$ cat src/rtl/csc_consts.svh
// constants of the channel status crc unit: frame numbers, polynomial,
// register offsets, field positions and reset values.
// assumes inclusion by bare name from the design files.
`ifndef CSC_CONSTS_SVH
`define CSC_CONSTS_SVH

// frame numbers within a 192-frame block
`define CSC_FRAME_FIRST 8'h00
`define CSC_FRAME_WIN_LO 8'hB8
`define CSC_FRAME_WIN_HI 8'hBF
`define CSC_FRAME_LAST 8'hBF

// generator x^8 + x^4 + x^3 + x^2 + 1, top term implied
`define CSC_POLY 8'h1D
`define CSC_CRC_W 8

// register byte offsets
`define CSC_OFF_CTRL 8'h00
`define CSC_OFF_INIT 8'h04
`define CSC_OFF_STATUS 8'h08
`define CSC_OFF_IRQ_STAT 8'h0C
`define CSC_OFF_IRQ_MASK 8'h10
`define CSC_OFF_LAST_CRC 8'h14

// control fields
`define CSC_CTRL_CHECK_BIT 0
`define CSC_CTRL_INSERT_BIT 1
`define CSC_CTRL_RST 2'h3

// preset of the check register
`define CSC_INIT_RST 8'hFF

// interrupt fields
`define CSC_IRQ_W 2
`define CSC_IRQ_DONE_BIT 0
`define CSC_IRQ_ERR_BIT 1
`define CSC_IRQ_MASK_RST 2'h0

`endif

$ cat src/rtl/csc_pkg.sv
// types shared by the channel status crc unit.
// assumes nothing of its surroundings.
package csc_pkg;

	typedef logic [7:0] csc_byte_t;

	typedef enum logic [1:0] {
		CSC_RESP_OKAY = 2'h0,
		CSC_RESP_SLVERR = 2'h2
	} csc_resp_t;

endpackage
$ cat src/rtl/csc_crc_step.sv
// one serial step of a crc shift register, msb-first feedback.
// assumes the caller registers the result.
`timescale 1ns/1ps
`include "csc_consts.svh"

module csc_crc_step #(
	parameter int WIDTH = `CSC_CRC_W,
	parameter logic [WIDTH-1:0] POLY = `CSC_POLY
) (
	input wire logic [WIDTH-1:0] state,
	input wire logic bit_in,
	output logic [WIDTH-1:0] state_next
);

	// feedback from the outgoing top bit and the new data bit
	wire fb = state[WIDTH-1] ^ bit_in;
	assign state_next = {state[WIDTH-2:0], 1'b0} ^ (fb ? POLY : {WIDTH{1'b0}});

endmodule

$ cat src/rtl/csc_crc_top.sv
// channel status crc generator and checker with an axi4-lite register slave.
// assumes word_ce, frame_index and status_in come from logic on aclk, one
// word_ce pulse per audio frame and frame_index steady around it.
`timescale 1ns/1ps
`include "csc_consts.svh"

module csc_crc_top import csc_pkg::*; #(
	parameter int ADDR_W = 8
) (
	input wire logic aclk,
	input wire logic aresetn,
	// stream side
	input wire logic word_ce,
	input wire logic [7:0] frame_index,
	input wire logic status_in,
	output logic status_out,
	output logic crc_out_en,
	output logic last_frame_flag,
	output logic block_start_flag,
	output logic crc_err,
	output logic irq,
	// axi4-lite slave
	input wire logic [ADDR_W-1:0] s_axi_awaddr,
	input wire logic [2:0] s_axi_awprot,
	input wire logic s_axi_awvalid,
	output logic s_axi_awready,
	input wire logic [31:0] s_axi_wdata,
	input wire logic [3:0] s_axi_wstrb,
	input wire logic s_axi_wvalid,
	output logic s_axi_wready,
	output logic [1:0] s_axi_bresp,
	output logic s_axi_bvalid,
	input wire logic s_axi_bready,
	input wire logic [ADDR_W-1:0] s_axi_araddr,
	input wire logic [2:0] s_axi_arprot,
	input wire logic s_axi_arvalid,
	output logic s_axi_arready,
	output logic [31:0] s_axi_rdata,
	output logic [1:0] s_axi_rresp,
	output logic s_axi_rvalid,
	input wire logic s_axi_rready
);

	// ---------------- register state ----------------
	logic [1:0] ctrl_q;
	csc_byte_t init_q;
	logic [`CSC_IRQ_W-1:0] irq_stat_q;
	logic [`CSC_IRQ_W-1:0] irq_mask_q;
	logic [`CSC_IRQ_W-1:0] irq_stat_d;

	// ---------------- crc datapath state ----------------
	csc_byte_t crc_q;
	csc_byte_t crc_d;
	csc_byte_t crc_step_out;
	csc_byte_t last_crc_q;
	csc_byte_t rx_byte_q;
	logic rx_last_err_q;
	logic dout_q;
	logic win_q;
	logic last_q;
	logic first_q;
	logic err_q;
	logic irq_q;

	// frame decode
	wire at_first = (frame_index == `CSC_FRAME_FIRST);
	wire at_last = (frame_index == `CSC_FRAME_LAST);
	wire in_win = (frame_index >= `CSC_FRAME_WIN_LO) && (frame_index <= `CSC_FRAME_WIN_HI);
	wire check_en = ctrl_q[`CSC_CTRL_CHECK_BIT];
	wire insert_en = ctrl_q[`CSC_CTRL_INSERT_BIT];

	wire csc_byte_t seed = at_first ? init_q : crc_q;

	csc_crc_step #(
		.WIDTH(`CSC_CRC_W),
		.POLY(`CSC_POLY)
	) u_step (
		.state(seed),
		.bit_in(status_in),
		.state_next(crc_step_out)
	);

	// accumulate over bytes 0-22, then shift result out in byte 23
	assign crc_d = in_win ? {crc_q[6:0], 1'b0} : crc_step_out;

	// compare incoming bit with outgoing check bit
	wire mismatch = word_ce && in_win && check_en && (status_in != crc_q[7]);

	// events for the interrupt status
	wire ev_done = word_ce && at_last;
	wire ev_err = mismatch;

	// check register advances only on word_ce
	always_ff @(posedge aclk) begin
		if (!aresetn) begin
			crc_q <= `CSC_INIT_RST;
		end else if (word_ce) begin
			crc_q <= crc_d;
		end
	end

	// pass input through outside the check window
	// insert check bits during byte 23
	always_ff @(posedge aclk) begin
		if (!aresetn) begin
			dout_q <= 1'b0;
		end else if (word_ce) begin
			dout_q <= (in_win && insert_en) ? crc_q[7] : status_in;
		end
	end

	always_ff @(posedge aclk) begin
		if (!aresetn) begin
			win_q <= 1'b0;
			last_q <= 1'b0;
			first_q <= 1'b0;
		end else begin
			win_q <= in_win;
			last_q <= at_last;
			first_q <= at_first;
		end
	end

	// mismatch held until frame 0, set beats clear
	always_ff @(posedge aclk) begin
		if (!aresetn) begin
			err_q <= 1'b0;
		end else if (mismatch) begin
			err_q <= 1'b1;
		end else if (word_ce && at_first) begin
			err_q <= 1'b0;
		end
	end

	// capture computed and received byte 23 for software
	always_ff @(posedge aclk) begin
		if (!aresetn) begin
			last_crc_q <= 8'h00;
			rx_byte_q <= 8'h00;
			rx_last_err_q <= 1'b0;
		end else if (word_ce) begin
			if (frame_index == `CSC_FRAME_WIN_LO) begin
				last_crc_q <= crc_q;
			end
			if (in_win) begin
				rx_byte_q <= {rx_byte_q[6:0], status_in};
			end
			if (at_last) begin
				rx_last_err_q <= err_q | mismatch;
			end
		end
	end

	// ---------------- axi4-lite write channel ----------------
	logic awready_q;
	logic wready_q;
	logic aw_got_q;
	logic w_got_q;
	logic [ADDR_W-1:0] awaddr_q;
	logic [31:0] wdata_q;
	logic [3:0] wstrb_q;
	logic bvalid_q;
	logic [1:0] bresp_q;

	wire aw_take = s_axi_awvalid && awready_q;
	wire w_take = s_axi_wvalid && wready_q;
	wire do_write = aw_got_q && w_got_q && !bvalid_q;
	wire bvalid_d = do_write || (bvalid_q && !s_axi_bready);
	wire aw_got_d = (aw_got_q || aw_take) && !do_write;
	wire w_got_d = (w_got_q || w_take) && !do_write;
	wire [7:0] wr_off = 8'({awaddr_q[ADDR_W-1:2], 2'b00});

	// write decode
	wire wr_ctrl = do_write && (wr_off == `CSC_OFF_CTRL) && wstrb_q[0];
	wire wr_init = do_write && (wr_off == `CSC_OFF_INIT) && wstrb_q[0];
	wire wr_istat = do_write && (wr_off == `CSC_OFF_IRQ_STAT) && wstrb_q[0];
	wire wr_imask = do_write && (wr_off == `CSC_OFF_IRQ_MASK) && wstrb_q[0];
	wire wr_hit = (wr_off == `CSC_OFF_CTRL) || (wr_off == `CSC_OFF_INIT) ||
		(wr_off == `CSC_OFF_STATUS) || (wr_off == `CSC_OFF_IRQ_STAT) ||
		(wr_off == `CSC_OFF_IRQ_MASK) || (wr_off == `CSC_OFF_LAST_CRC);

	// address and data latches, taken in either order
	always_ff @(posedge aclk) begin
		if (!aresetn) begin
			aw_got_q <= 1'b0;
			w_got_q <= 1'b0;
			awaddr_q <= '0;
			wdata_q <= 32'h00000000;
			wstrb_q <= 4'h0;
		end else begin
			aw_got_q <= aw_got_d;
			w_got_q <= w_got_d;
			if (aw_take) begin
				awaddr_q <= s_axi_awaddr;
			end
			if (w_take) begin
				wdata_q <= s_axi_wdata;
				wstrb_q <= s_axi_wstrb;
			end
		end
	end

	// ready flags and write response
	always_ff @(posedge aclk) begin
		if (!aresetn) begin
			awready_q <= 1'b0;
			wready_q <= 1'b0;
			bvalid_q <= 1'b0;
			bresp_q <= CSC_RESP_OKAY;
		end else begin
			awready_q <= !aw_got_d && !bvalid_d;
			wready_q <= !w_got_d && !bvalid_d;
			bvalid_q <= bvalid_d;
			if (do_write) begin
				bresp_q <= wr_hit ? CSC_RESP_OKAY : CSC_RESP_SLVERR;
			end
		end
	end

	// software registers
	always_ff @(posedge aclk) begin
		if (!aresetn) begin
			ctrl_q <= `CSC_CTRL_RST;
			init_q <= `CSC_INIT_RST;
			irq_mask_q <= `CSC_IRQ_MASK_RST;
		end else begin
			if (wr_ctrl) begin
				ctrl_q <= wdata_q[1:0];
			end
			if (wr_init) begin
				init_q <= wdata_q[7:0];
			end
			if (wr_imask) begin
				irq_mask_q <= wdata_q[`CSC_IRQ_W-1:0];
			end
		end
	end

	// sticky events, write one to clear, new event wins
	wire [`CSC_IRQ_W-1:0] istat_clr = wr_istat ? wdata_q[`CSC_IRQ_W-1:0] : '0;
	wire [`CSC_IRQ_W-1:0] istat_set = {ev_err, ev_done};
	assign irq_stat_d = (irq_stat_q & ~istat_clr) | istat_set;

	// interrupt status and level output
	always_ff @(posedge aclk) begin
		if (!aresetn) begin
			irq_stat_q <= '0;
			irq_q <= 1'b0;
		end else begin
			irq_stat_q <= irq_stat_d;
			irq_q <= |(irq_stat_q & irq_mask_q);
		end
	end

	// ---------------- axi4-lite read channel ----------------
	logic arready_q;
	logic rvalid_q;
	logic [31:0] rdata_q;
	logic [1:0] rresp_q;

	wire ar_take = s_axi_arvalid && arready_q;
	wire rvalid_d = ar_take || (rvalid_q && !s_axi_rready);
	wire [7:0] rd_off = 8'({s_axi_araddr[ADDR_W-1:2], 2'b00});

	// read decode; status shows error, window, last flag and index
	wire [31:0] rd_status = {8'h00, rx_byte_q, frame_index, 4'h0,
		rx_last_err_q, win_q, last_q, err_q};
	wire [31:0] rd_data =
		(rd_off == `CSC_OFF_CTRL) ? {30'h0, ctrl_q} :
		(rd_off == `CSC_OFF_INIT) ? {24'h0, init_q} :
		(rd_off == `CSC_OFF_STATUS) ? rd_status :
		(rd_off == `CSC_OFF_IRQ_STAT) ? {30'h0, irq_stat_q} :
		(rd_off == `CSC_OFF_IRQ_MASK) ? {30'h0, irq_mask_q} :
		(rd_off == `CSC_OFF_LAST_CRC) ? {24'h0, last_crc_q} :
		32'h00000000;
	wire rd_hit = (rd_off == `CSC_OFF_CTRL) || (rd_off == `CSC_OFF_INIT) ||
		(rd_off == `CSC_OFF_STATUS) || (rd_off == `CSC_OFF_IRQ_STAT) ||
		(rd_off == `CSC_OFF_IRQ_MASK) || (rd_off == `CSC_OFF_LAST_CRC);

	// read address accept and data return
	always_ff @(posedge aclk) begin
		if (!aresetn) begin
			arready_q <= 1'b0;
			rvalid_q <= 1'b0;
			rdata_q <= 32'h00000000;
			rresp_q <= CSC_RESP_OKAY;
		end else begin
			arready_q <= !rvalid_d;
			rvalid_q <= rvalid_d;
			if (ar_take) begin
				rdata_q <= rd_data;
				rresp_q <= rd_hit ? CSC_RESP_OKAY : CSC_RESP_SLVERR;
			end
		end
	end

	// ---------------- outputs ----------------
	assign status_out = dout_q;
	assign crc_out_en = win_q;
	assign last_frame_flag = last_q;
	// block start marks frame 0 for a transmitter
	assign block_start_flag = first_q;
	assign crc_err = err_q;
	assign irq = irq_q;
	assign s_axi_awready = awready_q;
	assign s_axi_wready = wready_q;
	assign s_axi_bvalid = bvalid_q;
	assign s_axi_bresp = bresp_q;
	assign s_axi_arready = arready_q;
	assign s_axi_rvalid = rvalid_q;
	assign s_axi_rdata = rdata_q;
	assign s_axi_rresp = rresp_q;

	// protection bits carry no meaning here
	wire unused_prot = ^{s_axi_awprot, s_axi_arprot, wdata_q[31:8], wstrb_q[3:1]};

endmodule

$ cat config.mk
export PLATFORM = sky130hd
export DESIGN_NAME = csc_crc_top
export DESIGN_NICKNAME = d
export VERILOG_FILES = /design/src/rtl/csc_pkg.sv /design/src/rtl/csc_crc_step.sv /design/src/rtl/csc_crc_top.sv
export VERILOG_INCLUDE_DIRS = /design/src /design/src/rtl
export SDC_FILE = /design/constraint.sdc
export NUM_CORES = 1
export LEC_CHECK = 0
export BUFFER_PORTS_ARGS = -buffer_cell sky130_fd_sc_hd__buf_2
export CAP_MARGIN = 10
export CORE_ASPECT_RATIO = 0.5
export CORE_MARGIN = 8
export CORE_UTILIZATION = 55
export CTS_CLUSTER_DIAMETER = 200
export DETAILED_ROUTE_END_ITERATION = 16
export PLACE_DENSITY = 0.93
export SLEW_MARGIN = 20
export SYNTH_ARGS = -nofsm -noshare
export SYNTH_HDL_FRONTEND = slang
export SYNTH_SLANG_ARGS = --single-unit
$ cat constraint.sdc
create_clock -name aclk -period 3.1 [get_ports aclk]
set_input_delay 0.155 -clock aclk [delete_from_list [all_inputs] [get_ports aclk]]
set_output_delay 0.155 -clock aclk [all_outputs]
set_load 0.005 [all_outputs]
* Yosys cells after proc, flatten, opt, wreduce, memory -nomap -nowiden
Index checks and enable logic that the tools add are counted.
** Operators by class
- $lt $le $gt $ge :: 2
- Equal/unequal tests :: 13
- Multiplexer cells :: 15
- Bitwise gates (word level) :: 7
- Reduce and logical (&&, ||, !) cells :: 56
** Operator list (count)
- 2-to-1 mux 24 bit :: 3
- 2-to-1 mux 8 bit :: 5
- logical AND 1 bit :: 26
- == test 6 x 2 -> 1 bit, second input constant :: 4
- == test 6 x 3 -> 1 bit, second input constant :: 4
- zero test 8 bit :: 3
- == test 8 bit, second input constant :: 2
- logical OR 1 bit :: 14
- == test 6 x 1 -> 1 bit, second input constant :: 2
- >= comparator 8 bit, second input constant :: 1
- less-or-equal comparator 8 bit, second input constant :: 1
- zero test 1 bit :: 8
- bitwise XOR 8 bit :: 1
- 2-to-1 mux 2 bit :: 3
- AND reduction 2 bit :: 3
- 2-to-1 mux 5 bit :: 1
- bitwise AND 2 bit :: 2
- 2-to-1 mux 1 bit :: 3
- NOT 2 bit :: 1
- OR 2 bit :: 1
- nonzero test 2 bit :: 1
- OR reduction 2 bit :: 1
- inequality test 1 bit :: 1
- OR 1 bit :: 1
- bitwise XOR 1 bit :: 1
** Word-level totals
- Bits in registers :: 105
- Bits of input ports :: 75
- Output and inout port bits :: 47
- Word-level logic and storage cells :: 120

* Depth between registers and ports, before layout
Gate-level depths: netlist of run 1.
- Word-level depth :: 8
- Mapped depth :: 6
- Gate-level depth less buffers :: 4

* Hierarchy
Synthesis of run 1 repeated with hierarchy kept, for this count alone.
** Second synthesis, totals
- Cells, all modules :: 421
- Area, all modules :: 3935.0 sq um
** Modules (own cells, without submodules)
- csc_crc_top :: times used 1, cells an instance 411, area an instance 3812.4 sq um, sequential area each 1861.8 sq um
- csc_crc_step :: times used 1, cells an instance 10, area an instance 122.6 sq um, sequential area each 0.0 sq um

* Worst setup path before layout of run 1
No wires, ideal clock.
- Path type :: input port to flip-flop
- Start :: in frame_index[3]
- End :: reg crc_q[0]
- Setup time :: 0.124 ns
- Data arrival time :: 1.347 ns
- Data required time :: 2.976 ns
- Path slack :: 1.628 ns
- Cell stages on the path :: 5
- Buffers on the path :: 1
- Path through :: or4_1 > buf_6 > o21ai_2 > a21boi_1 > a2111o_1
** Between the ends
- Word-level cells in the longest chain between the ends :: 6
- Elaborated cells on any way between the ends :: 9
- Classes of those cells :: order compare: 2; mux: 3; bitwise: 2; reduce/logical: 2
** RTL lines
- start: declaration :: RTL line csc_crc_top.sv:14 : input wire logic [7:0] frame_index,
- zero test 8 bit (no line)
- 2-to-1 mux 8 bit :: RTL line csc_crc_top.sv:72 : wire csc_byte_t seed = at_first ? init_q : crc_q;
- bitwise XOR 1 bit :: RTL line csc_crc_step.sv:16 : wire fb = state[WIDTH-1] ^ bit_in;
- 2-to-1 mux 5 bit :: RTL line csc_crc_step.sv:17 : assign state_next = {state[WIDTH-2:0], 1'b0} ^ (fb ? POLY : {WIDTH{1'b0}});
- bitwise XOR 8 bit :: RTL line csc_crc_step.sv:17
- 2-to-1 mux 8 bit * :: RTL line csc_crc_top.sv:84 : assign crc_d = in_win ? {crc_q[6:0], 1'b0} : crc_step_out;
- end signal: assignment :: RTL line csc_crc_top.sv:96 : crc_q <= `CSC_INIT_RST;
- end signal: assignment :: RTL line csc_crc_top.sv:98 : crc_q <= crc_d;
- end: declaration :: RTL line csc_crc_top.sv:52 : csc_byte_t crc_q;
Every way passes the cells marked *; elsewhere a longest branch is shown, timed or not.
A chain may end at the register's enable or synchronous reset.

* Final worst setup path of run 1
- Start :: reg arready_q (netlist: s_axi_arready)
- End :: reg rdata_q[14] (netlist: s_axi_rdata[14])
** Between the ends
- Word-level cells in the longest chain between the ends :: 1
** RTL lines
- start: declaration :: RTL line csc_crc_top.sv:256 : logic arready_q;
- start signal: assignment :: RTL line csc_crc_top.sv:288 : arready_q <= !rvalid_d;
- logical AND 1 bit :: RTL line csc_crc_top.sv:261 : wire ar_take = s_axi_arvalid && arready_q;
- end signal: assignment :: RTL line csc_crc_top.sv:291 : rdata_q <= rd_data;
- end: declaration :: RTL line csc_crc_top.sv:258 : logic [31:0] rdata_q;
No other way between the ends.

==> results of run 1 <==
-- per-layer routing --
metal  GRT usage  part of all wire  vias to the layer above
met5           0                 0                        -
met4      0.1085             0.031                        0
met3     0.07500             0.095                       42
met2      0.3455              0.47                      197
met1      0.2271              0.40                     1707
li1            -                 -                     1671
-- per-stage QoR --
stage	setup slack, ns	util	hold slack [ns]
2_1_floorplan	1.628	-	0.2428
3_3_place_gp	1.196	0.6286	0.3983
3_5_place_dp	1.194	0.6286	0.4010
4_1_cts	1.299	0.6770	0.03774
5_1_grt	1.187	0.6770	0.04564
6_report	1.253	0.6770	0.04137
-- critical path, delay by kind of cell, from the launching register on --
| family | cells | cell delay, ns |
|---|---|---|
| AOI/OAI and AO/OA | 1 | 0.19 |
| DFF | 1 | 0.34 |
| and+or+nand+nor | 3 | 1.25 |
-- power groups by stage --
stage	combinational (mW)	sequential (mW)	clock (mW)
4_1_cts	0.188	1.25	1.20
5_1_grt	0.211	1.26	1.26
6_report	0.191	1.25	1.20
3_3_place_gp	0.178	1.28	0
3_5_place_dp	0.184	1.28	0
2_1_floorplan	0.132	1.27	0
-- sequential cells by signal, summed over array words and instances (netlist names), 2 cells and up --
name and cells:
wdata_q 8, rx_byte_q 8, irq_mask_q 2, init_q 8, s_axi_rdata 24, crc_q 8
awaddr_q 6, irq_stat_q 2, ctrl_q 2, last_crc_q 8
-- cells by family after synthesis --
kind of cell | after synthesis | share of synthesized area
buffers and inverters | 38 | 0.05032
other | 1 | 0.0009606
AOI/OAI and AO/OA | 102 | 0.1625
muxes | 31 | 0.08013
and+or+nand+nor | 168 | 0.2135
xor gates and xnor gates | 7 | 0.01571
DFF | 93 | 0.4769
-- placed cells by master (no fill, tap or decap), drive strengths merged, types with 6 or more instances in the layout --
| cell type | netlist | layout |
|---|---|---|
| dfxtp | 93 | 93 |
| buf | 19 | 77 |
| nand2 | 54 | 54 |
| a21oi | 38 | 38 |
| nor2 | 37 | 37 |
| nand3 | 29 | 29 |
| mux2i | 29 | 29 |
| a22oi | 19 | 19 |
| o21ai | 19 | 19 |
| clkbuf | 17 | 13 |
| conb | 1 | 10 |
| nor3 | 9 | 9 |
| nand2b | 6 | 6 |
| and3 | 6 | 6 |
| xnor2 | 6 | 6 |
| nand4 | 6 | 6 |
-- final cells by class --
class / count / area share
multi-input combinational: 318 / 0.4106
sequential: 93 / 0.4057
timing repair buffer: 77 / 0.08561
clock buffer: 13 / 0.05671
tap: 92 / 0.02508
clock inverter: 3 / 0.01472
inverter: 2 / 0.001636
-- worst paths after layout --
path	slack, ns	end	startpoint
max	1.25	s_axi_rdata[14]	s_axi_arready
min	0.04	wdata_q[7]	s_axi_wdata[7]
max reg2reg	1.25	s_axi_rdata[14]	s_axi_arready
min reg2reg	0.46	s_axi_rdata[4]	s_axi_rdata[4]
==> reports/summary.log, run 1 <==
INFO  run_status     outcome=finished clean
INFO  sta            final_hold_violation_count=0
INFO  power          vdd.ir_drop.worst=278.5µV
INFO  power          power.combinational.fraction=0.072
INFO  placement      numPlacedInstances=582
INFO  detailed_routing detail_route.first_pass.iterations=6
INFO  worst_setup_path cpMaxStageDelayCell=sky130_fd_sc_hd__nor4_4
INFO  layout         nets=576
INFO  floorplan      die_w=135.1µm
INFO  sta            rsz0062_at_grt=no
INFO  detailed_routing drt_iter0_markers=420
INFO  yosys          synth_edf_count=0
INFO  floorplan      rows=21
INFO  global_route   overflow=0
INFO  power          power_switching=0.5977mW
INFO  power          total_power=2.646mW
INFO  detailed_routing drc_errors=0
INFO  layout         drive_above_1_share=0.1996
INFO  placement      dpl-instance-area=0.004262mm²
INFO  floorplan      core_area=0.006779mm²
INFO  detailed_routing via_count=3617
INFO  worst_setup_path cp_data_arrival_time=2.12ns
INFO  yosys          synth.top_cells.by_count=93 x sky130_fd_sc_hd__dfxtp_1, 54 x sky130_fd_sc_hd__nand2_1, 38 x sky130_fd_sc_hd__a21oi_1
INFO  detailed_routing finalWirelength=10440µm
INFO  yosys          synth_largest_area_cell=sky130_fd_sc_hd__dfxtp_1
INFO  clock_tree     tritoncts=built
INFO  detailed_routing post_drt_via_cell_ratio=6.048
INFO  clock_tree     number_of_gates_resized_after_cts=0
INFO  worst_hold_path min-delay-path-class=in -> reg
INFO  clock_tree     cts.htree.levels=3
INFO  yosys          synth_cell_types=47
INFO  yosys          post-synth-top-count-cell=sky130_fd_sc_hd__dfxtp_1
INFO  clock_tree     numCtsBuffers=9
INFO  yosys          seq_area_frac_synth=0.4769
INFO  sta            timing.final.setup_violations=0
INFO  yosys          synth-warning-count=0
INFO  worst_setup_path path_class=reg -> reg
INFO  yosys          synth-main-ff-cell=sky130_fd_sc_hd__dfxtp_1
INFO  layout         fin_area=0.004589mm²
INFO  yosys          yosysTopAreaCellShare=0.4769
INFO  clock_tree     clock_insertion_delay_worst_skew=0.35ns
INFO  sta            worst_pin_slew=0.9515ns
INFO  layout         stdcell_count=598
INFO  global_route   grt_start_max_net_pins=46
INFO  worst_setup_path timing.critical_path.required=3.38ns
INFO  layout         multiInputGateArea=0.001884mm²
INFO  clock_tree     cts.clk_slew.worst_paths=0.06ns
INFO  yosys          synth.area.top_cells=sky130_fd_sc_hd__dfxtp_1 48%, sky130_fd_sc_hd__mux2i_1 7.4%, sky130_fd_sc_hd__nand2_1 5.2%
INFO  worst_setup_path slowest_delay=0.89ns
INFO  layout         area_delta_synth_final=17.56%
INFO  power          netSwitchingFraction=0.2259
INFO  floorplan      ios=122
INFO  power          cellPowerDensity=576.5mW/mm²
INFO  clock_tree     cts_buffer_depth=2
INFO  detailed_routing remaining_antenna_violation_count_after_routing=0
INFO  flow_run       max_cap_violations=0
INFO  floorplan      fp.dieH=75.57µm
INFO  sta            clock_skew=0.006495ns
INFO  yosys          post_synthesis_instance_area=0.003904mm²
INFO  yosys          syn-instance-count=440
INFO  placement      routabilityCongestion=0.8680
INFO  worst_setup_path reg2regPathDepth=4
INFO  clock_tree     root_buffer=sky130_fd_sc_hd__clkbuf_16
INFO  floorplan      initial_core_util=0.5759
INFO  global_route   global_route_wire_length_before_repair=16560µm
INFO  clock_tree     clkSinkCount=93
INFO  clock_tree     cts-hold-fix-buffers=0
INFO  global_route   combined_global_route_utilization_of_all_metal_layers=0.2045
INFO  power          power.internal=2.048mW
INFO  layout         antenna_cells_inserted=0
INFO  worst_hold_path hold-path-cell-count=3
INFO  sta            final.min_clock_period=1.847ns
INFO  sta            maxSlewHeadroom=0.3609
INFO  floorplan      die_area=0.01021mm²
INFO  global_route   first_global_vias=3412
INFO  power          share_clk_of_total_power=0.454
INFO  detailed_routing routed_wire_length_per_instance=17.45µm
INFO  sta            max_clock_freq=541.4MHz
INFO  placement      count_of_port_buffers_added_during_placement=74
INFO  worst_setup_path crit_chain=nand2_1 -> nor4_4 -> a22oi_1 -> nor2_1
INFO  power          power_frac_seq=0.474
INFO  sta            finalCritPeriodShare=0.5958
INFO  yosys          postSynthRegisterBits=93
INFO  worst_setup_path critPathLaunchType=flip-flop
INFO  yosys          synth_area_per_cell=8.872µm²
INFO  layout         fill_cells=518
INFO  yosys          asyncSetResetFlopFracSynth=0
INFO  worst_setup_path path_max_fanout=16
INFO  sta            finalMaxSlewViolations=0
INFO  placement      hpwl=7008µm
INFO  worst_setup_path crit_path_end_kind=flip-flop
INFO  layout         ff_latch_area=0.001862mm²
INFO  global_route   number_of_antenna_violations_at_the_first_check_in_global_routing=0
INFO  clock_tree     post-cts-setup-buffer-count=0
INFO  power          p_leak=1.911nW
INFO  sta            fin_setup_tns=0ns
Note: power is estimated with default switching activity, not from simulation.
==> run 2, diff against run 1 <==
CORE_UTILIZATION = 46   (was 55)
PLACE_DENSITY = 0.84   (was 0.93)
clock period = 1.5 ns   (was 3.1 ns; I/O delays follow)
==> run 2 against run 1 <==
Net effect:
- first-iteration DRC count decreased by 37%
- sequential power increased by 110%
- worst setup slack got worse by 1.2 ns
- count of clock-buffer cells in the layout decreased by 2
- final area increased by 7.6%
- critical path type unchanged
- largest power group unchanged
==> reports/summary.log, run 2 (synthesized netlist as in run 1, its figures left out) <==
INFO  sta            fin_setup_tns=0ns [unchanged]
INFO  worst_setup_path critical_path.reg2reg.startpoint=s_axi_arready [unchanged]
INFO  worst_setup_path slowest_delay=0.58ns [was 0.89 ns]
INFO  worst_hold_path hold-path-cell-count=2 [was 3]
INFO  worst_setup_path crit_chain=nand2_2 -> or4_1 -> o31ai_2 [was nand2_1 -> nor4_4 -> a22oi_1 -> nor2_1]
INFO  clock_tree     post-cts-setup-buffer-count=0 [unchanged]
INFO  sta            final.min_clock_period=1.420ns [was 1.847 ns]
INFO  layout         final_common_cell=sky130_fd_sc_hd__dfxtp_1 [unchanged]
INFO  sta            hold-worst-slack=0.02520ns [was 0.04137 ns]
INFO  clock_tree     clock_insertion_delay_worst_skew=0.34ns [was 0.35 ns]
INFO  worst_setup_path path_class=reg -> reg [unchanged]
INFO  placement      dpl-instance-area=0.004487mm² [was 0.004262 mm²]
INFO  worst_setup_path rr_endpoint=s_axi_rdata[2] [was s_axi_rdata[14]]
INFO  worst_setup_path reg2regPathDepth=3 [was 4]
INFO  layout         layout_common_cells=92 x sky130_fd_sc_hd__dfxtp_1, 74 x sky130_fd_sc_hd__buf_2, 53 x sky130_fd_sc_hd__nand2_1 [was 93 x sky130_fd_sc_hd__dfxtp_1, 74 x sky130_fd_sc_hd__buf_2, 54 x sky130_fd_sc_hd__nand2_1]
INFO  worst_setup_path path_delay_family=simple AND/OR/NAND/NOR gates [unchanged]
INFO  layout         nets=616 [was 576]
INFO  global_route   overflow=0 [unchanged]
INFO  placement      count_of_port_buffers_added_during_placement=74 [unchanged]
INFO  floorplan      die_area=0.01187mm² [was 0.01021 mm²]
INFO  worst_setup_path cpMaxStageDelayCell=sky130_fd_sc_hd__or4_1 [was sky130_fd_sc_hd__nor4_4]
INFO  sta            max_clock_freq=704.1MHz [was 541.4 MHz]
INFO  power          vdd.ir_drop.worst=654.9µV [was 278.5 µV]
INFO  sta            final_hold_violation_count=0 [unchanged]
INFO  detailed_routing drt_iter0_markers=263 [was 420]
INFO  detailed_routing route.met2.wl=5138µm [was 4903 µm]
INFO  floorplan      initial_core_util=0.4810 [was 0.5759]
INFO  worst_setup_path cp_data_arrival_time=1.67ns [was 2.12 ns]
INFO  detailed_routing highest-signal-layer=met4 [unchanged]
INFO  floorplan      rows=23 [was 21]
INFO  sta            timing.final.setup_violations=0 [unchanged]
INFO  clock_tree     root_buffer=sky130_fd_sc_hd__clkbuf_16 [unchanged]
INFO  global_route   first_global_vias=3490 [was 3412]
INFO  power          cellPowerDensity=1058mW/mm² [was 576.5 mW/mm²]
INFO  floorplan      core_area=0.008115mm² [was 0.006779 mm²]
INFO  detailed_routing wl_met1=4231µm [was 4211 µm]
INFO  layout         largest_reg_flops=24 [unchanged]
INFO  flow_run       max_cap_violations=0 [unchanged]
INFO  layout         area_delta_synth_final=26.44% [was 17.56%]
INFO  global_route   number_of_antenna_violations_at_the_first_check_in_global_routing=0 [unchanged]
INFO  placement      routabilityCongestion=0.8411 [was 0.8680]
INFO  worst_setup_path timing.critical_path.required=1.75ns [was 3.38 ns]
INFO  sta            rsz0062_at_grt=no [unchanged]
INFO  worst_hold_path hold_path_startpoint=word_ce [was s_axi_wdata[7]]
INFO  run_status     outcome=finished clean [unchanged]
INFO  detailed_routing finalWirelength=10260µm [was 10440 µm]
INFO  worst_setup_path critPathLaunchType=flip-flop [unchanged]
INFO  global_route   global_route_wire_length_before_repair=16750µm [was 16560 µm]
INFO  sta            finalMaxSlewViolations=0 [unchanged]
INFO  worst_hold_path whs_endpoint=status_out [was wdata_q[7]]
INFO  detailed_routing post_drt_via_cell_ratio=5.526 [was 6.048]
INFO  worst_hold_path min-delay-path-class=in -> reg [unchanged]
INFO  placement      hpwl=7125µm [was 7008 µm]
INFO  clock_tree     cts_buffer_depth=2 [unchanged]
INFO  floorplan      die_w=146.3µm [was 135.1 µm]
INFO  detailed_routing drc_errors=0 [unchanged]
INFO  clock_tree     tritoncts=built [unchanged]
INFO  detailed_routing remaining_antenna_violation_count_after_routing=0 [unchanged]
INFO  layout         multiInputGateArea=0.001898mm² [was 0.001884 mm²]
INFO  power          total_power=5.222mW [was 2.646 mW]
INFO  layout         fin_area=0.004936mm² [was 0.004589 mm²]
INFO  worst_setup_path ff2ff_setup_slack=0.08ns [was 1.25 ns]
INFO  power          p_leak=2.077nW [was 1.911 nW]
INFO  sta            clock_skew=0.007829ns [was 0.006495 ns]
INFO  layout         fill_cells=671 [was 518]
INFO  worst_setup_path path_max_fanout=3 [was 16]
INFO  clock_tree     numCtsBuffers=9 [unchanged]
INFO  detailed_routing met3WireLength=646µm [was 996 µm]
INFO  clock_tree     clkSinkCount=93 [unchanged]
INFO  floorplan      ios=122 [unchanged]
INFO  sta            finalCritPeriodShare=0.9469 [was 0.5958]
INFO  global_route   grt_start_max_net_pins=32 [was 46]
INFO  layout         drive_above_1_share=0.2418 [was 0.1996]
INFO  worst_setup_path crit_path_end_kind=flip-flop [unchanged]
INFO  detailed_routing routed_wire_length_per_instance=15.60µm [was 17.45 µm]
INFO  floorplan      fp.dieH=81.14µm [was 75.57 µm]
INFO  global_route   combined_global_route_utilization_of_all_metal_layers=0.1745 [was 0.2045]
INFO  clock_tree     cts.htree.levels=3 [unchanged]
INFO  layout         ff_latch_area=0.001863mm² [was 0.001862 mm²]
INFO  worst_setup_path cp.buffers_inverters=0 [unchanged]
INFO  clock_tree     cts.clk_slew.worst_paths=0.06ns [about the same]
INFO  layout         antenna_cells_inserted=0 [unchanged]
INFO  detailed_routing via_count=3636 [was 3617]
INFO  detailed_routing detail_route.first_pass.iterations=6 [unchanged]
## run 2: report_power, final
part | total [mW] | switching [mW] | internal [mW]
Combinational | 0.464 | 0.254 | 0.210
Sequential | 2.59 | 0.0597 | 2.53
Clock | 2.17 | 0.981 | 1.19
## run 2: layout make-up
type                       instances  share of cell area
clock buffer                      11             0.04918
clock inverter                     5            0.008365
inverter                           2            0.001521
multi-input combinational        318              0.3845
sequential                        93              0.3774
tap                              112             0.02839
timing repair buffer             117              0.1506
## run 2: per-stage QoR
step                        util  instances  setup WS, ns
after floorplan                -        449       0.05842
after global placement    0.5529        627       0.01741
final                     0.6082        658       0.07965
after CTS                 0.6064        658       0.06428
after global routing      0.6082        658       0.03942
after detailed placement  0.5529        627      -0.01765
## run 2: metal layers
metal,track usage,vias up
met4,0.07849,0
met2,0.3028,146
met1,0.2004,1720
met3,0.05322,23
li1,-,1747
met5,0,-
## run 2: worst register-to-register path: cells and delay by family, from the launching register on
kind	cells	cell delay [ns]
flops	1	0.37
compound gates	1	0.29
simple gates	2	0.67
## run 2: what timing repair did
| item | in CTS | in global routing |
|---|---|---|
| resized for setup | 0 | 5 |
| endpoints found under the hold margin | 15 | 0 |
| setup endpoints to repair | 0 | 9 |
| hold buffers | 15 | 0 |
## run 2: worst max path at each step
stage,to,start,slack [ns],cells after the start
CTS,s_axi_rdata[2],s_axi_arready,0.06,3
finish,s_axi_rdata[2],s_axi_arready,0.08,3
floorplan,init_q[0],awaddr_q[7],0.06,4
global placement,crc_q[7],frame_index[3],0.02,6
detailed placement,crc_q[1],frame_index[3],-0.02,6
global route,init_q[3],awaddr_q[2],0.04,5
==> run 3, diff against run 2 <==
CELL_PAD_IN_SITES_DETAIL_PLACEMENT = 1   (was unset)
CELL_PAD_IN_SITES_GLOBAL_PLACEMENT = 2   (was unset)
CORE_UTILIZATION = 26   (was 46)
PLACE_DENSITY = 0.82   (was 0.84)
==> run 3 against run 2 <==
Net effect:
- wire length is 14% higher
- sequential share of layout area is 1.1 points lower
- utilization is 26 points lower
==> reports/summary.log, run 3 (synthesized netlist as in run 1, its figures left out) <==
INFO  sta            clock_skew=0.005301ns [was 0.007829 ns]
INFO  worst_setup_path critPathLaunchType=flip-flop [unchanged]
INFO  run_status     outcome=finished clean [unchanged]
INFO  worst_setup_path path_class=reg -> reg [unchanged]
INFO  worst_setup_path slowest_delay=0.36ns [was 0.58 ns]
INFO  sta            max_clock_freq=710.8MHz [was 704.1 MHz]
INFO  placement      hpwl=8553µm [was 7125 µm]
INFO  layout         final_common_cell=sky130_fd_sc_hd__dfxtp_1 [unchanged]
INFO  floorplan      initial_core_util=0.2677 [was 0.4810]
INFO  floorplan      rows=31 [was 23]
INFO  global_route   number_of_antenna_violations_at_the_first_check_in_global_routing=0 [unchanged]
INFO  floorplan      ios=122 [unchanged]
INFO  clock_tree     clkSinkCount=93 [unchanged]
INFO  floorplan      die_w=189.3µm [was 146.3 µm]
INFO  worst_setup_path timing.critical_path.required=1.78ns [was 1.75 ns]
INFO  global_route   grt_util_met3=0.02836 [was 0.05322]
INFO  worst_setup_path cpMaxStageDelayCell=sky130_fd_sc_hd__dfxtp_1 [was sky130_fd_sc_hd__or4_1]
INFO  power          vdd.ir_drop.worst=561.6µV [was 654.9 µV]
INFO  worst_setup_path crit_chain=nand2_1 -> buf_4 -> nor4_4 -> buf_12 -> a22oi_1 -> nor2_1 [was nand2_2 -> or4_1 -> o31ai_2]
INFO  worst_hold_path min-delay-path-class=in -> reg [unchanged]
INFO  global_route   overflow=0 [unchanged]
INFO  global_route   grt_util_met1=0.1464 [was 0.2004]
INFO  placement      routabilityCongestion=0.7597 [was 0.8411]
INFO  clock_tree     cts_buffer_depth=2 [unchanged]
INFO  clock_tree     clock_insertion_delay_worst_skew=0.34ns [about the same]
INFO  global_route   grtUsageMet2=0.2165 [was 0.3028]
INFO  layout         fill_cells=1762 [was 671]
INFO  detailed_routing routed_wire_length_per_instance=15.61µm [was 15.60 µm]
INFO  sta            final_hold_violation_count=0 [unchanged]
INFO  detailed_routing via_count=3533 [was 3636]
INFO  worst_setup_path path_max_fanout=16 [was 3]
INFO  layout         fin_area=0.005075mm² [was 0.004936 mm²]
INFO  global_route   first_global_vias=3801 [was 3490]
INFO  clock_tree     cts.htree.levels=3 [unchanged]
INFO  sta            finalCritPeriodShare=0.9380 [was 0.9469]
INFO  global_route   grt_start_max_net_pins=68 [was 32]
INFO  power          share_clk_of_total_power=0.422 [was 0.415]
INFO  worst_setup_path crit_path_end_kind=flip-flop [unchanged]
INFO  detailed_routing drc_errors=0 [unchanged]
INFO  floorplan      core_area=0.01458mm² [was 0.008115 mm²]
INFO  clock_tree     tritoncts=built [unchanged]
INFO  clock_tree     post-cts-setup-buffer-count=0 [unchanged]
INFO  global_route   global_route.peak_usage_layer=met2 [unchanged]
INFO  placement      dpl_worst_slack=-0.06535ns [was -0.01765 ns]
INFO  power          power.internal=3.908mW [was 3.927 mW]
INFO  layout         largest_reg_flops=24 [unchanged]
INFO  detailed_routing drt_iter0_markers=132 [was 263]
INFO  sta            fin_setup_tns=0ns [unchanged]
INFO  layout         area_delta_synth_final=30.00% [was 26.44%]
INFO  placement      count_of_port_buffers_added_during_placement=74 [unchanged]
INFO  power          power_frac_seq=0.489 [was 0.496]
INFO  power          p_leak=2.099nW [was 2.077 nW]
INFO  sta            layout_setup_ws=0.09306ns [was 0.07965 ns]
INFO  detailed_routing finalWirelength=11660µm [was 10260 µm]
INFO  worst_setup_path path_delay_family=simple AND/OR/NAND/NOR gates [unchanged]
INFO  power          cellPowerDensity=1043mW/mm² [was 1058 mW/mm²]
INFO  worst_setup_path cp_data_arrival_time=1.69ns [was 1.67 ns]
INFO  clock_tree     number_of_gates_resized_after_cts=0 [unchanged]
INFO  floorplan      die_area=0.01943mm² [was 0.01187 mm²]
INFO  detailed_routing detail_route.first_pass.iterations=4 [was 6]
INFO  clock_tree     cts.clk_slew.worst_paths=0.07ns [was 0.06 ns]
INFO  floorplan      fp.dieH=102.6µm [was 81.14 µm]
INFO  sta            rsz0062_at_grt=no [unchanged]
INFO  detailed_routing post_drt_via_cell_ratio=4.730 [was 5.526]
INFO  global_route   combined_global_route_utilization_of_all_metal_layers=0.1217 [was 0.1745]
INFO  detailed_routing remaining_antenna_violation_count_after_routing=0 [unchanged]
INFO  sta            final.min_clock_period=1.407ns [was 1.420 ns]
INFO  sta            timing.final.setup_violations=0 [unchanged]
INFO  power          netSwitchingFraction=0.2618 [was 0.2480]
INFO  layout         layout_common_cells=93 x sky130_fd_sc_hd__dfxtp_1, 74 x sky130_fd_sc_hd__buf_2, 54 x sky130_fd_sc_hd__nand2_1 [was 92 x sky130_fd_sc_hd__dfxtp_1, 74 x sky130_fd_sc_hd__buf_2, 53 x sky130_fd_sc_hd__nand2_1]
INFO  clock_tree     root_buffer=sky130_fd_sc_hd__clkbuf_16 [unchanged]
INFO  placement      dpl-instance-area=0.004629mm² [was 0.004487 mm²]
INFO  layout         drive_above_1_share=0.2386 [was 0.2418]
INFO  global_route   global_route_wire_length_before_repair=19130µm [was 16750 µm]
INFO  sta            finalMaxSlewViolations=0 [unchanged]
INFO  power          power_switching=1.386mW [was 1.295 mW]
INFO  worst_setup_path cp.buffers_inverters=2 [was 0]
INFO  clock_tree     numCtsBuffers=9 [unchanged]
INFO  flow_run       max_cap_violations=0 [unchanged]
INFO  power          total_power=5.295mW [was 5.222 mW]
INFO  layout         antenna_cells_inserted=0 [unchanged]
INFO  power          power.combinational.fraction=0.089 [about the same]
INFO  layout         nets=619 [was 616]
==> run 3: final timing paths <==
check                 startpoint              to  slack, ns  cells after the start
setup reg to reg   s_axi_arready  s_axi_rdata[9]       0.09                      6
setup / recovery   s_axi_arready  s_axi_rdata[9]       0.09                      6
hold / removal           word_ce      status_out       0.02                      2
hold reg to reg   s_axi_rdata[5]  s_axi_rdata[5]       0.45                      2
==> run 3: cell type report <==
cell class                      instances  area, µm²  share of cell area
Multi-Input combinational cell        318       1884              0.3713
Sequential cell                        93       1862              0.3669
Timing Repair Buffer                  120      778.2              0.1534
Tap cell                              198      247.7             0.04882
Clock buffer                            9      225.2             0.04438
Clock inverter                          7      70.07             0.01381
Inverter                                2      7.507            0.001479
==> run 3: timing repair <==
item / 4_1_cts / 5_1_grt
setup endpoints to repair: 0 / 0
hold buffers: 15 / 0
endpoints found under the hold margin: 15 / 0
==> run 3: per-stage QoR <==
step / util / std cells / hold slack, ns
floorplan: - / 449 / 0.1628
global route: 0.3480 / 747 / 0.03936
global placement: 0.3174 / 716 / 0.3222
finish: 0.3480 / 747 / 0.02464
CTS: 0.3480 / 747 / 0.01202
detailed placement: 0.3174 / 716 / 0.3274
==> run 3: power by group through the flow <==
| stage | clock network, mW | registers, mW | logic, mW |
|---|---|---|---|
| after CTS | 2.30 | 2.59 | 0.475 |
| final | 2.23 | 2.59 | 0.473 |
| after detailed placement | 0 | 2.65 | 0.442 |
| after floorplan | 0 | 2.62 | 0.272 |
| after global routing | 2.40 | 2.60 | 0.526 |
| after global placement | 0 | 2.65 | 0.433 |
==> run 3: layer usage <==
layer / part of all wire / vias up
met1: 0.47 / 1731
met4: 0.011 / 0
li1: - / 1751
met3: 0.027 / 8
met2: 0.49 / 43
met5: 0 / -
